`config.mk`:
```
export PLATFORM = sky130hd
export DESIGN_NAME = srb_bank
export DESIGN_NICKNAME = d
export VERILOG_FILES = /design/src/hdl/srb_pkg.sv /design/src/hdl/srb_bank.sv
export VERILOG_INCLUDE_DIRS = /design/src /design/src/hdl
export SDC_FILE = /design/constraint.sdc
export NUM_CORES = 1
export LEC_CHECK = 0
export ABC_CLOCK_PERIOD_IN_PS = 2200
export BUFFER_PORTS_ARGS = -buffer_cell sky130_fd_sc_hd__buf_2
export CORE_MARGIN = 4
export CORE_UTILIZATION = 57
export DETAILED_ROUTE_END_ITERATION = 6
export PLACE_DENSITY = 0.81
export SLEW_MARGIN = 20
export SYNTH_ARGS = -nofsm -noshare
export SYNTH_HDL_FRONTEND = slang
export SYNTH_SLANG_ARGS = --single-unit
export TNS_END_PERCENT = 100
```
`constraint.sdc`:
```
create_clock -name CLK_IN -period 2.2 [get_ports CLK_IN]
set_clock_uncertainty 0.05 [all_clocks]
set_input_delay 0 -clock CLK_IN [delete_from_list [all_inputs] [get_ports CLK_IN]]
set_output_delay 0 -clock CLK_IN [all_outputs]
set_load 0.02 [all_outputs]
```
`src/hdl/srb_defines.svh`:
```
// constants for the special function register bank
`ifndef SRB_DEFINES_SVH
`define SRB_DEFINES_SVH

`define SRB_NUM_REGS 23

// byte addresses in the special function space
`define SRB_A_DATA_POINTER_PAIR_LO 8'h82
`define SRB_A_DATA_POINTER_PAIR_HI 8'h83
`define SRB_A_CLK_DIV 8'h95
`define SRB_A_CONV_CTL 8'h97
`define SRB_A_MODE_B 8'hA1
`define SRB_A_AUX_FN 8'hA2
`define SRB_A_IN_SEL 8'hA3
`define SRB_A_CMP_ONE 8'hAC
`define SRB_A_CMP_TWO 8'hAD
`define SRB_A_LO_BOUND 8'hBC
`define SRB_A_BAUD_CTL 8'hBD
`define SRB_A_BAUD_LO 8'hBE
`define SRB_A_BAUD_HI 8'hBF
`define SRB_A_MODE_A 8'hC0
`define SRB_A_HI_BOUND 8'hC4
`define SRB_A_RESULT_0 8'hD5
`define SRB_A_RESULT_1 8'hD6
`define SRB_A_RESULT_2 8'hD7
`define SRB_A_ACCUM 8'hE0
`define SRB_A_FLASH_LO 8'hE6
`define SRB_A_FLASH_HI 8'hE7
`define SRB_A_MULT_OP 8'hF0
`define SRB_A_RESULT_3 8'hF5

// bank slot of each register
`define SRB_I_DATA_POINTER_PAIR_LO 5'h0_0
`define SRB_I_DATA_POINTER_PAIR_HI 5'h0_1
`define SRB_I_CLK_DIV 5'h0_2
`define SRB_I_CONV_CTL 5'h0_3
`define SRB_I_MODE_B 5'h0_4
`define SRB_I_AUX_FN 5'h0_5
`define SRB_I_IN_SEL 5'h0_6
`define SRB_I_CMP_ONE 5'h0_7
`define SRB_I_CMP_TWO 5'h0_8
`define SRB_I_LO_BOUND 5'h0_9
`define SRB_I_BAUD_CTL 5'h0_A
`define SRB_I_BAUD_LO 5'h0_B
`define SRB_I_BAUD_HI 5'h0_C
`define SRB_I_MODE_A 5'h0_D
`define SRB_I_HI_BOUND 5'h0_E
`define SRB_I_RESULT_0 5'h0_F
`define SRB_I_RESULT_1 5'h1_0
`define SRB_I_RESULT_2 5'h1_1
`define SRB_I_ACCUM 5'h1_2
`define SRB_I_FLASH_LO 5'h1_3
`define SRB_I_FLASH_HI 5'h1_4
`define SRB_I_MULT_OP 5'h1_5
`define SRB_I_RESULT_3 5'h1_6

// reset values
`define SRB_RST_ZERO 8'h00
`define SRB_RST_HI_BOUND 8'hFF

// software writable bits of the mixed registers
`define SRB_WM_FULL 8'hFF
`define SRB_WM_IN_SEL 8'hF0
`define SRB_WM_MODE_A 8'hF0
`define SRB_WM_MODE_B 8'hEA
`define SRB_WM_AUX_FN 8'hF1
`define SRB_WM_BAUD_CTL 8'h03
`define SRB_WM_CMP 8'h3D

// field positions
`define SRB_B_CONV_DONE 3
`define SRB_B_SOFT_RESET 3
`define SRB_B_CMP_OUT 1
`define SRB_B_CMP_CHANGE 0

// bit address bases of the bit addressable registers
`define SRB_BIT_BASE_ACCUM 5'h1_C
`define SRB_BIT_BASE_MULT 5'h1_E

`endif

```
`src/hdl/srb_pkg.sv`:
```
// types for the special function register bank
package srb_pkg;
  typedef logic [7:0] srb_byte_t;
  typedef logic [4:0] srb_slot_t;
  typedef struct packed {
    logic hit;
    srb_slot_t slot;
  } srb_decode_t;
endpackage

```
`src/hdl/srb_bank.sv`:
```
// special function register bank reached by the core
`timescale 1ns/1ps

`include "srb_defines.svh"

module srb_bank
  import srb_pkg::*;
(
  // clock, reset, enable
  input wire logic CLK_IN,
  input wire logic RST_B_IN,
  input wire logic CE_IN,
  // byte access from the core
  input wire logic [7:0] ADDR_IN,
  input wire logic WR_IN,
  input wire logic RD_IN,
  input wire logic [7:0] WDATA_IN,
  output logic [7:0] RDATA_OUT,
  // bit access from the core
  input wire logic [7:0] BIT_ADDR_IN,
  input wire logic BIT_WR_IN,
  input wire logic BIT_VAL_IN,
  input wire logic BIT_RD_IN,
  output logic BIT_DATA_OUT,
  // peripheral status inputs
  input wire logic CONV_DONE_SET_IN,
  input wire logic [3:0] RESULT_LOAD_IN,
  input wire logic [7:0] RESULT_DATA_IN,
  input wire logic [1:0] CMP_LEVEL_IN,
  input wire logic [1:0] CMP_CHANGE_SET_IN,
  // register contents toward the peripherals
  output logic [15:0] DATA_POINTER_OUT,
  output logic [7:0] CLOCK_DIVIDER_OUT,
  output logic [7:0] CONV_CONTROL_OUT,
  output logic [7:0] CONV_MODE_A_OUT,
  output logic [7:0] CONV_MODE_B_OUT,
  output logic [7:0] CONV_INPUT_SEL_OUT,
  output logic [7:0] LOWER_BOUND_OUT,
  output logic [7:0] UPPER_BOUND_OUT,
  output logic [7:0] AUX_FUNCTION_OUT,
  output logic SOFT_RESET_OUT,
  output logic [7:0] CMP_ONE_CONTROL_OUT,
  output logic [7:0] CMP_TWO_CONTROL_OUT,
  output logic [1:0] BAUD_CONTROL_OUT,
  output logic [15:0] BAUD_DIVISOR_OUT,
  output logic [15:0] FLASH_ADDRESS_OUT,
  output logic [7:0] ACCUMULATOR_OUT,
  output logic [7:0] MULT_OPERAND_OUT
);

  srb_byte_t bank [`SRB_NUM_REGS];
  srb_byte_t next_bank [`SRB_NUM_REGS];
  srb_decode_t wr_dec;
  srb_decode_t rd_dec;
  srb_decode_t bit_dec;
  logic soft_reset;
  logic byte_wr;
  logic bit_wr;

  // map a byte address to its slot; unknown addresses miss
  function automatic srb_decode_t decode(input srb_byte_t addr);
    srb_decode_t d;
    d.hit = 1'b1;
    case (addr)
      `SRB_A_DATA_POINTER_PAIR_LO: begin
        d.slot = `SRB_I_DATA_POINTER_PAIR_LO;
      end
      `SRB_A_DATA_POINTER_PAIR_HI: begin
        d.slot = `SRB_I_DATA_POINTER_PAIR_HI;
      end
      `SRB_A_CLK_DIV: begin
        d.slot = `SRB_I_CLK_DIV;
      end
      `SRB_A_CONV_CTL: begin
        d.slot = `SRB_I_CONV_CTL;
      end
      `SRB_A_MODE_B: begin
        d.slot = `SRB_I_MODE_B;
      end
      `SRB_A_AUX_FN: begin
        d.slot = `SRB_I_AUX_FN;
      end
      `SRB_A_IN_SEL: begin
        d.slot = `SRB_I_IN_SEL;
      end
      `SRB_A_CMP_ONE: begin
        d.slot = `SRB_I_CMP_ONE;
      end
      `SRB_A_CMP_TWO: begin
        d.slot = `SRB_I_CMP_TWO;
      end
      `SRB_A_LO_BOUND: begin
        d.slot = `SRB_I_LO_BOUND;
      end
      `SRB_A_BAUD_CTL: begin
        d.slot = `SRB_I_BAUD_CTL;
      end
      `SRB_A_BAUD_LO: begin
        d.slot = `SRB_I_BAUD_LO;
      end
      `SRB_A_BAUD_HI: begin
        d.slot = `SRB_I_BAUD_HI;
      end
      `SRB_A_MODE_A: begin
        d.slot = `SRB_I_MODE_A;
      end
      `SRB_A_HI_BOUND: begin
        d.slot = `SRB_I_HI_BOUND;
      end
      `SRB_A_RESULT_0: begin
        d.slot = `SRB_I_RESULT_0;
      end
      `SRB_A_RESULT_1: begin
        d.slot = `SRB_I_RESULT_1;
      end
      `SRB_A_RESULT_2: begin
        d.slot = `SRB_I_RESULT_2;
      end
      `SRB_A_ACCUM: begin
        d.slot = `SRB_I_ACCUM;
      end
      `SRB_A_FLASH_LO: begin
        d.slot = `SRB_I_FLASH_LO;
      end
      `SRB_A_FLASH_HI: begin
        d.slot = `SRB_I_FLASH_HI;
      end
      `SRB_A_MULT_OP: begin
        d.slot = `SRB_I_MULT_OP;
      end
      `SRB_A_RESULT_3: begin
        d.slot = `SRB_I_RESULT_3;
      end
      default: begin
        d.hit = 1'b0;
        d.slot = `SRB_I_DATA_POINTER_PAIR_LO;
      end
    endcase
    return d;
  endfunction

  // bits that software may change; the rest keep their value
  function automatic srb_byte_t write_mask(input int slot);
    case (slot)
      `SRB_I_IN_SEL: begin
        return `SRB_WM_IN_SEL;
      end
      `SRB_I_MODE_A: begin
        return `SRB_WM_MODE_A;
      end
      `SRB_I_MODE_B: begin
        return `SRB_WM_MODE_B;
      end
      `SRB_I_AUX_FN: begin
        return `SRB_WM_AUX_FN;
      end
      `SRB_I_BAUD_CTL: begin
        return `SRB_WM_BAUD_CTL;
      end
      `SRB_I_CMP_ONE: begin
        return `SRB_WM_CMP;
      end
      `SRB_I_CMP_TWO: begin
        return `SRB_WM_CMP;
      end
      default: begin
        return `SRB_WM_FULL;
      end
    endcase
  endfunction

  function automatic srb_byte_t reset_value(input int slot);
    case (slot)
      `SRB_I_HI_BOUND: begin
        return `SRB_RST_HI_BOUND;
      end
      default: begin
        return `SRB_RST_ZERO;
      end
    endcase
  endfunction

  // bit address to slot: bits 7..3 pick the register
  function automatic srb_decode_t bit_decode(input srb_byte_t baddr);
    srb_decode_t d;
    d.hit = 1'b1;
    case (baddr[7:3])
      `SRB_BIT_BASE_ACCUM: begin
        d.slot = `SRB_I_ACCUM;
      end
      `SRB_BIT_BASE_MULT: begin
        d.slot = `SRB_I_MULT_OP;
      end
      default: begin
        d.hit = 1'b0;
        d.slot = `SRB_I_DATA_POINTER_PAIR_LO;
      end
    endcase
    return d;
  endfunction

  // what a byte read returns; a miss answers zero
  function automatic srb_byte_t read_view(input srb_decode_t dec,
                                          input srb_byte_t value);
    if (!dec.hit) begin
      return 8'h00;
    end
    return value;
  endfunction

  // result register of each converter channel
  function automatic srb_slot_t result_slot(input int chan);
    case (chan)
      0: begin
        return `SRB_I_RESULT_0;
      end
      1: begin
        return `SRB_I_RESULT_1;
      end
      2: begin
        return `SRB_I_RESULT_2;
      end
      default: begin
        return `SRB_I_RESULT_3;
      end
    endcase
  endfunction

  assign wr_dec = decode(ADDR_IN);
  assign rd_dec = decode(ADDR_IN);
  assign bit_dec = bit_decode(BIT_ADDR_IN);
  assign byte_wr = WR_IN && wr_dec.hit;
  assign bit_wr = BIT_WR_IN && bit_dec.hit;

  // next contents of every register
  always_comb begin
    for (int i = 0; i < `SRB_NUM_REGS; i++) begin
      next_bank[i] = bank[i];
      if (byte_wr && int'(wr_dec.slot) == i) begin
        next_bank[i] = (bank[i] & ~write_mask(i))
                     | (WDATA_IN & write_mask(i));
      end
      if (bit_wr && int'(bit_dec.slot) == i) begin
        next_bank[i][BIT_ADDR_IN[2:0]] = BIT_VAL_IN;
      end
    end
    // converter results loaded by the converter, one per channel
    for (int c = 0; c < 4; c++) begin
      if (RESULT_LOAD_IN[c]) begin
        next_bank[result_slot(c)] = RESULT_DATA_IN;
      end
    end
    // hardware set wins over a software clear in the same cycle
    if (CONV_DONE_SET_IN) begin
      next_bank[`SRB_I_CONV_CTL][`SRB_B_CONV_DONE] = 1'b1;
    end
    next_bank[`SRB_I_CMP_ONE][`SRB_B_CMP_OUT] = CMP_LEVEL_IN[0];
    next_bank[`SRB_I_CMP_TWO][`SRB_B_CMP_OUT] = CMP_LEVEL_IN[1];
    if (CMP_CHANGE_SET_IN[0]) begin
      next_bank[`SRB_I_CMP_ONE][`SRB_B_CMP_CHANGE] = 1'b1;
    end
    if (CMP_CHANGE_SET_IN[1]) begin
      next_bank[`SRB_I_CMP_TWO][`SRB_B_CMP_CHANGE] = 1'b1;
    end
  end

  // register storage, one byte of flip-flops per slot
  for (genvar s = 0; s < `SRB_NUM_REGS; s++) begin : g_slot
    always_ff @(posedge CLK_IN or negedge RST_B_IN) begin
      if (!RST_B_IN) begin
        bank[s] <= reset_value(s);
      end else if (CE_IN) begin
        bank[s] <= next_bank[s];
      end
    end
  end

  // software reset request is a one cycle pulse and is never stored
  always_ff @(posedge CLK_IN or negedge RST_B_IN) begin
    if (!RST_B_IN) begin
      soft_reset <= 1'b0;
    end else if (CE_IN) begin
      soft_reset <= byte_wr
                    && wr_dec.slot == `SRB_I_AUX_FN
                    && WDATA_IN[`SRB_B_SOFT_RESET];
    end
  end

  // read data, registered; misses answer zero
  always_ff @(posedge CLK_IN or negedge RST_B_IN) begin
    if (!RST_B_IN) begin
      RDATA_OUT <= 8'h00;
    end else if (CE_IN && RD_IN) begin
      RDATA_OUT <= read_view(rd_dec, bank[rd_dec.slot]);
    end
  end

  always_ff @(posedge CLK_IN or negedge RST_B_IN) begin
    if (!RST_B_IN) begin
      BIT_DATA_OUT <= 1'b0;
    end else if (CE_IN && BIT_RD_IN) begin
      BIT_DATA_OUT <= bit_dec.hit
                      && bank[bit_dec.slot][BIT_ADDR_IN[2:0]];
    end
  end

  assign SOFT_RESET_OUT = soft_reset;
  assign DATA_POINTER_OUT = {bank[`SRB_I_DATA_POINTER_PAIR_HI],
                             bank[`SRB_I_DATA_POINTER_PAIR_LO]};
  assign CLOCK_DIVIDER_OUT = bank[`SRB_I_CLK_DIV];
  assign CONV_CONTROL_OUT = bank[`SRB_I_CONV_CTL];
  assign CONV_MODE_A_OUT = bank[`SRB_I_MODE_A];
  assign CONV_MODE_B_OUT = bank[`SRB_I_MODE_B];
  assign CONV_INPUT_SEL_OUT = bank[`SRB_I_IN_SEL];
  assign LOWER_BOUND_OUT = bank[`SRB_I_LO_BOUND];
  assign UPPER_BOUND_OUT = bank[`SRB_I_HI_BOUND];
  assign AUX_FUNCTION_OUT = bank[`SRB_I_AUX_FN];
  assign CMP_ONE_CONTROL_OUT = bank[`SRB_I_CMP_ONE];
  assign CMP_TWO_CONTROL_OUT = bank[`SRB_I_CMP_TWO];
  assign BAUD_CONTROL_OUT = bank[`SRB_I_BAUD_CTL][1:0];
  assign BAUD_DIVISOR_OUT = {bank[`SRB_I_BAUD_HI],
                             bank[`SRB_I_BAUD_LO]};
  assign FLASH_ADDRESS_OUT = {bank[`SRB_I_FLASH_HI],
                              bank[`SRB_I_FLASH_LO]};
  assign ACCUMULATOR_OUT = bank[`SRB_I_ACCUM];
  assign MULT_OPERAND_OUT = bank[`SRB_I_MULT_OP];

endmodule

```
# Word-level counts from Yosys, hierarchy flattened
# Index checks and enable logic that the tools add are counted.
classes:
  n_reduce_logical: 62
  n_mux: 133
  n_lt_le_gt_ge: 12
  bitwise_logic: 98
  eq_ne: 70
ops:
  columns: ["operator", "count"]
  rows:
  - ["184-bit bitwise mux", 4]
  - ["184-bit 2-to-1 mux", 4]
  - ["8-bit 2-to-1 mux", 79]
  - ["8-bit bitwise AND", 46]
  - ["8-bit bitwise mux", 23]
  - ["8-bit == test (second input constant)", 23]
  - ["8-bit NOT", 23]
  - ["8-bit bitwise OR", 23]
  - ["8-bit demux with 5-bit select", 4]
  - ["5-bit == test (second input constant)", 32]
  - ["5-bit case mux with 22 select lines", 1]
  - ["8-bit binary-select mux with 5-bit select", 2]
  - ["1-bit logical AND", 58]
  - ["5-bit by 4-bit == test with 1-bit output (second input constant)", 8]
  - ["6-bit greater-or-equal comparator (second input constant)", 6]
  - ["5-bit NOT with 6-bit output", 6]
  - ["5-bit by 3-bit == test with 1-bit output (second input constant)", 5]
  - ["6-bit by 1-bit less-than comparator with 1-bit output (second input constant)", 4]
  - ["23-bit OR reduction", 1]
  - ["5-bit 2-to-1 mux", 4]
  - ["5-bit by 2-bit == test with 1-bit output (second input constant)", 2]
  - ["5-bit logical NOT", 2]
  - ["5-bit case mux with 2 select lines", 1]
  - ["1-bit 2-to-1 mux", 9]
  - ["5 further kinds", 5]
word_totals:
  in_bits: 49
  ff_bits: 194
  elab_cells: 401
  output_inout_bits: 156

# Depth between registers and ports, before layout
depth:
  depth_word: 21
  ltp_mapped: 13
  mapped_depth_nobuf: 8

# Worst setup path before layout
# OpenSTA, ideal clock, no wires.
synth_timing:
  path_type: "input -> register"
  from: "input ADDR_IN[4]"
  to: "register bank (netlist bit ACCUMULATOR_OUT[0])"
  t_arrival_ns: 2.258
  setup_slack_ns: -0.245
  required_ns: 2.013
  n_path_buf: 3
  setup_ns: 0.137
  path_stages: 10
  path_cell_list: "buf_6 -> and2_1 -> a32oi_2 -> o31ai_2 -> or4b_4 -> or4_1 -> buf_2 -> buf_6 -> o31ai_2 -> a21oi_1"
synth_between:
  elab_chain_len: 16
  elab_cells_between_ends: 40
  cone_classes: "eq/ne (24); mux (13); reduce/logical (3)"
synth_lines:
  columns: ["element", "line", "text"]
  rows:
  - ["start, declared", "srb_bank.sv:14", "input wire logic [7:0] ADDR_IN,"]
  - ["parallel branches: the longest is 4 deep, another holds 5-bit case mux with 22 select lines", null, null]
  - ["1-bit logical AND (*)", "srb_bank.sv:239", "if (byte_wr && int'(wr_dec.slot) == i) begin"]
  - ["8-bit 2-to-1 mux (*)", "srb_bank.sv:239", null]
  - ["8-bit bitwise mux", "srb_bank.sv:244", "next_bank[i][BIT_ADDR_IN[2:0]] = BIT_VAL_IN;"]
  - ["8-bit 2-to-1 mux (*)", "srb_bank.sv:243", "if (bit_wr && int'(bit_dec.slot) == i) begin"]
  - ["184-bit bitwise mux", "srb_bank.sv:250", "next_bank[result_slot(c)] = RESULT_DATA_IN;"]
  - ["184-bit 2-to-1 mux (*)", "srb_bank.sv:249", "if (RESULT_LOAD_IN[c]) begin"]
  - ["184-bit bitwise mux", "srb_bank.sv:250", null]
  - ["184-bit 2-to-1 mux (*)", "srb_bank.sv:249", null]
  - ["184-bit bitwise mux", "srb_bank.sv:250", null]
  - ["184-bit 2-to-1 mux (*)", "srb_bank.sv:249", null]
  - ["184-bit bitwise mux", "srb_bank.sv:250", null]
  - ["184-bit 2-to-1 mux (*)", "srb_bank.sv:249", null]
  - ["end signal, assigned by index", "srb_bank.sv:271", "bank[s] <= reset_value(s);"]
  - ["end signal, assigned by index", "srb_bank.sv:273", "bank[s] <= next_bank[s];"]
  - ["end, declared", "srb_bank.sv:51", "srb_byte_t bank [`SRB_NUM_REGS];"]
# Every way passes the cells marked *.
# A chain may end at the register's enable or synchronous reset.

# Worst setup path in the final report
layout_timing:
  from: "input ADDR_IN[6]"
  to: "register RDATA_OUT[1]"
layout_between:
  elab_chain_len: 7
  elab_cells_between_ends: 33
  cone_classes: "eq/ne (23); mux (8); bitwise (1); reduce/logical (1)"
layout_lines:
  columns: ["element", "line", "text"]
  rows:
  - ["8-bit == test", "srb_bank.sv:64", "case (addr)"]
  - ["5-bit case mux with 22 select lines", "srb_bank.sv:64", null]
  - ["5-bit NOT with 6-bit output (not written as such)", "srb_bank.sv:294", "RDATA_OUT <= read_view(rd_dec, bank[rd_dec.slot]);"]
  - ["8-bit binary-select mux with 5-bit select", "srb_bank.sv:294", null]
  - ["8-bit 2-to-1 mux (not written as such) (2 in series)", "srb_bank.sv:294", null]
  - ["8-bit 2-to-1 mux (*)", "srb_bank.sv:208", "return value;"]
  - ["end signal, assigned", "srb_bank.sv:294", null]
  - ["end, declared", "srb_bank.sv:18", "output logic [7:0] RDATA_OUT,"]
# Mark *: on every way between the ends. The rest lies on a longest branch, timed or not. The select of a mux whose other input is x is not followed.

==> results.md <==
Timing
* 0 — max-slew violation count
* 0.03444 ns — WHS
* 0 ns — Post-Route Setup TNS
* 0 — final hold viol count
* 97.87% — Final Cycle Share
* 0 — Setup Viol. Count Final
* 58.67% — relative max-transition margin
* 464.5 MHz — max frequency
* 2.153 ns — final critical-path required period
* yes — RSZ-0062 raised after global routing
* 0.6200 ns — Tightest Pin Transition

Layout
* 1435 — post-layout instance count excluding filler cells
* 1237 — # nets final
* 44.96% — proportion of layout cells with a drive suffix above 1
* 68.06% — Final Util
* 0 — Ant. Diodes
* 1355 — number of fillers in the final layout
* 17.51% — layout-stage area growth over the synthesis result
* 12730 sq um — total non-filler cell area in the finished layout

Detailed routing
* 9136 — Vias
* 15640 microns — wire length on met2
* met4 — top layer in use
* 3764 microns — metal3 WL
* 12910 microns — Routed met1 length
* 929 — first-iteration detailed-routing DRC count
* 0 — antenna-violating nets left
* 0 — number of remaining DRC errors
* 34230 microns — Total Wirelength
* 23.85 microns — detail-routed net length per standard cell
* 7 — total iterations of the first detailed-routing run
* 6.367 — post-detailed-route via-to-cell ratio

Synthesis
* 175 — flops & latches, synth
* 1042 — count of mapped cells out of synthesis
* sky130_fd_sc_hd__dfrtp_1 39%, sky130_fd_sc_hd__mux2_2 15%, sky130_fd_sc_hd__buf_4 10% — cell types occupying the most area after synthesis
* sky130_fd_sc_hd__dfrtp_1 — leading cell type by number of instances after synthesis
* 10.40 sq um — average cell area after synthesis
* 167 x sky130_fd_sc_hd__dfrtp_1, 151 x sky130_fd_sc_hd__buf_4, 141 x sky130_fd_sc_hd__mux2_2, 75 x sky130_fd_sc_hd__nand2_1 — commonest cells in the synthesized netlist
* 0 — count of warnings emitted by yosys
* 79 — number of library cell types mapped by synthesis
* sky130_fd_sc_hd__dfrtp_1 — post-synth top area cell
* 100.0% — share of async-settable or async-resettable flops after synthesis
* sky130_fd_sc_hd__dfrtp_1 — commonest register cell after synthesis
* 40.51% — sequential area share after synthesis
* 0 — Post-synth EDFFs
* 10830 sq um — Post-Synthesis Cell Area
* 38.57% — Synth top area share

Clock network
* 0.07 ns — clock transition at the registers of the reported paths
* 175 — clock net sink count
* yes — CTS tree
* 0.44 ns — clock latency reported for the late side of the worst-skew pair
* 4 — deepest level of the CTS H-tree
* 2 — Max Root-Sink Buffers
* 17 — clock buffer count from CTS
* sky130_fd_sc_hd__clkbuf_16 — root buffer cell

Power and ir drop
* 651.4 nW/um^2 — total power divided by cell area
* 0.006170 uW — LEAKAGE
* 669.7 uV — Max rail drop VDD

Worst setup path
* 2.47 ns — Data required, critical path
* input port to flop — path type of the worst setup path
* input port — kind of launch point of the worst setup path
* ACCUMULATOR_OUT[7] — startpoint of the lowest-slack register-to-register path
* ADDR_IN[6] — CP Launch Point
* 6 — depth of the worst register-to-register path
* 8 — top fanout value on the critical path
* 2.42 ns — Crit path arrival time
* flop — Worst Setup End Kind
* 0.40 ns — R2R setup slack
* BIT_DATA_OUT — Critical R2R Capture
* RDATA_OUT[1] — crit path capture

Floorplan
* 50 — cell row count
* 205 — number of placed I/O pins
* 21280 sq um — Total Die Area
* 18710 sq um — placeable core region
* 57.92% — starting density of the core
* 145.9 microns — chip width
* 145.9 microns — Die Ht

GRT
* 0 — number of antenna violations at the first check in global routing
* 67 — pin count of the biggest net entering global routing
* 9227 — via count of the first global-routing pass
* 31.70% — Total GRT Usage
* 0 — total global routing overflow
* 53030 microns — wire length of the first global-routing pass

Run
* 0 — number of maximum-capacitance constraint violations

Min path
* input port to asynchronous set/reset pin — kind of path behind the tightest hold check

Placement
* 0.9907 — last weighted congestion value of the routability-driven placer
* 11860 sq um — placed cell areas
* 191 — I/O Buffers
* 1384 — placed insts
* 24510 microns — dpl hpwl

Status
* finished clean — result of the run

[through the flow]
step | total power, uW | setup slack (ns)
after floorplan | 4509 | -0.09662
after global placement | 4938 | -0.4433
after detailed placement | 4974 | -0.4342
after CTS | 8268 | 0.006533
after global routing | 8542 | -0.04591
final | 8293 | 0.04692
[sequential cells by signal, summed over array words and instances (netlist names), named ones only]
name,cells
bank,32
BAUD_DIVISOR_OUT,16
DATA_POINTER_OUT,16
FLASH_ADDRESS_OUT,16
ACCUMULATOR_OUT,8
CLOCK_DIVIDER_OUT,8
CONV_CONTROL_OUT,8
LOWER_BOUND_OUT,8
MULT_OPERAND_OUT,8
RDATA_OUT,8
UPPER_BOUND_OUT,8
CMP_ONE_CONTROL_OUT,6
CMP_TWO_CONTROL_OUT,6
AUX_FUNCTION_OUT,5
CONV_MODE_B_OUT,5
CONV_INPUT_SEL_OUT,4
CONV_MODE_A_OUT,4
BAUD_CONTROL_OUT,2
BIT_DATA_OUT,1
SOFT_RESET_OUT,1
[report_power, final]
part           switching, uW  internal (uW)  total (uW)  leakage (uW)
clock                   1430           1870        3300      0.000313
combinational            818            567        1380       0.00356
sequential               195           3410        3600       0.00230
total                   2440           5850        8290       0.00617
[critical path, stage by stage]
cell and delay [ns]:
sky130_fd_sc_hd__buf_2 0.14, sky130_fd_sc_hd__nor4b_4 0.34, sky130_fd_sc_hd__nand3_1 0.16, sky130_fd_sc_hd__a32oi_1 0.30, sky130_fd_sc_hd__or3_4 0.21, sky130_fd_sc_hd__buf_12 0.13
sky130_fd_sc_hd__mux4_2 0.51, sky130_fd_sc_hd__a221o_1 0.33, sky130_fd_sc_hd__a21oi_1 0.22, sky130_fd_sc_hd__a21oi_1 0.07
[layout by cell type, fill, tap and decap left out, drive strengths merged, types with 6 or more instances in the layout]
cell type / n
buf: 314
dfrtp: 167
mux2: 142
nand2: 79
a21oi: 52
mux2i: 52
o21ai: 51
nor2: 42
nand3: 20
clkbuf: 19
nand4: 18
dlygate4sd3: 18
o22ai: 15
conb: 13
nor3: 13
a32oi: 12
inv: 11
a22oi: 10
mux4: 9
dfstp: 8
nor2b: 8
a31oi: 8
o21bai: 8
nor3b: 8
o2bb2ai: 7
o32ai: 6
a221o: 6
[final cells by class]
| cell class | instances | area [sq um] | area share [%] |
|---|---|---|---|
| multi-input combinational | 657 | 5136 | 40.34 |
| sequential | 175 | 4389 | 34.48 |
| timing repair buffer | 332 | 2253 | 17.70 |
| clock buffer | 19 | 442.9 | 3.479 |
| tap | 234 | 292.8 | 2.300 |
| clock inverter | 13 | 197.7 | 1.553 |
| inverter | 5 | 18.77 | 0.1474 |
[how the worst min path moves through the flow]
stage / from / cells after the start / to / slack [ns]
2_1_floorplan: RST_B_IN / 0 / ACCUMULATOR_OUT[0] / -0.35
3_3_place_gp: RST_B_IN / 1 / ACCUMULATOR_OUT[7] / -0.07
3_5_place_dp: RST_B_IN / 1 / ACCUMULATOR_OUT[7] / -0.06
4_1_cts: WDATA_IN[4] / 3 / AUX_FUNCTION_OUT[4] / 0.04
5_1_grt: CE_IN / 3 / CMP_ONE_CONTROL_OUT[1] / 0.07
6_report: RST_B_IN / 2 / ACCUMULATOR_OUT[1] / 0.03
[cells by family after synthesis]
logic type                after synthesis  synth area share (%)
buffers and inverters                 222                 13.36
muxes                                 203                 21.43
and+or+nand+nor                       222                 10.97
AOI/OAI and AO/OA                     217                 13.52
other                                   1               0.03461
DFF                                   175                 40.51
xor gates and xnor gates                2                0.1617
[layer usage]
metal | up-vias | track usage [%]
li1 | 3967 | -
met1 | 4379 | 40.93
met2 | 630 | 49.43
met3 | 160 | 8.253
met4 | 0 | 16.33
met5 | - | 0
[timing repair]
item,4_1_cts,5_1_grt
hold endpoints to repair,141,0
hold buffers,18,0
endpoints found under the setup margin,0,48
buffers inserted,0,1
gates resized for setup,0,8
No activity file was read; power rests on OpenSTA's default activity.
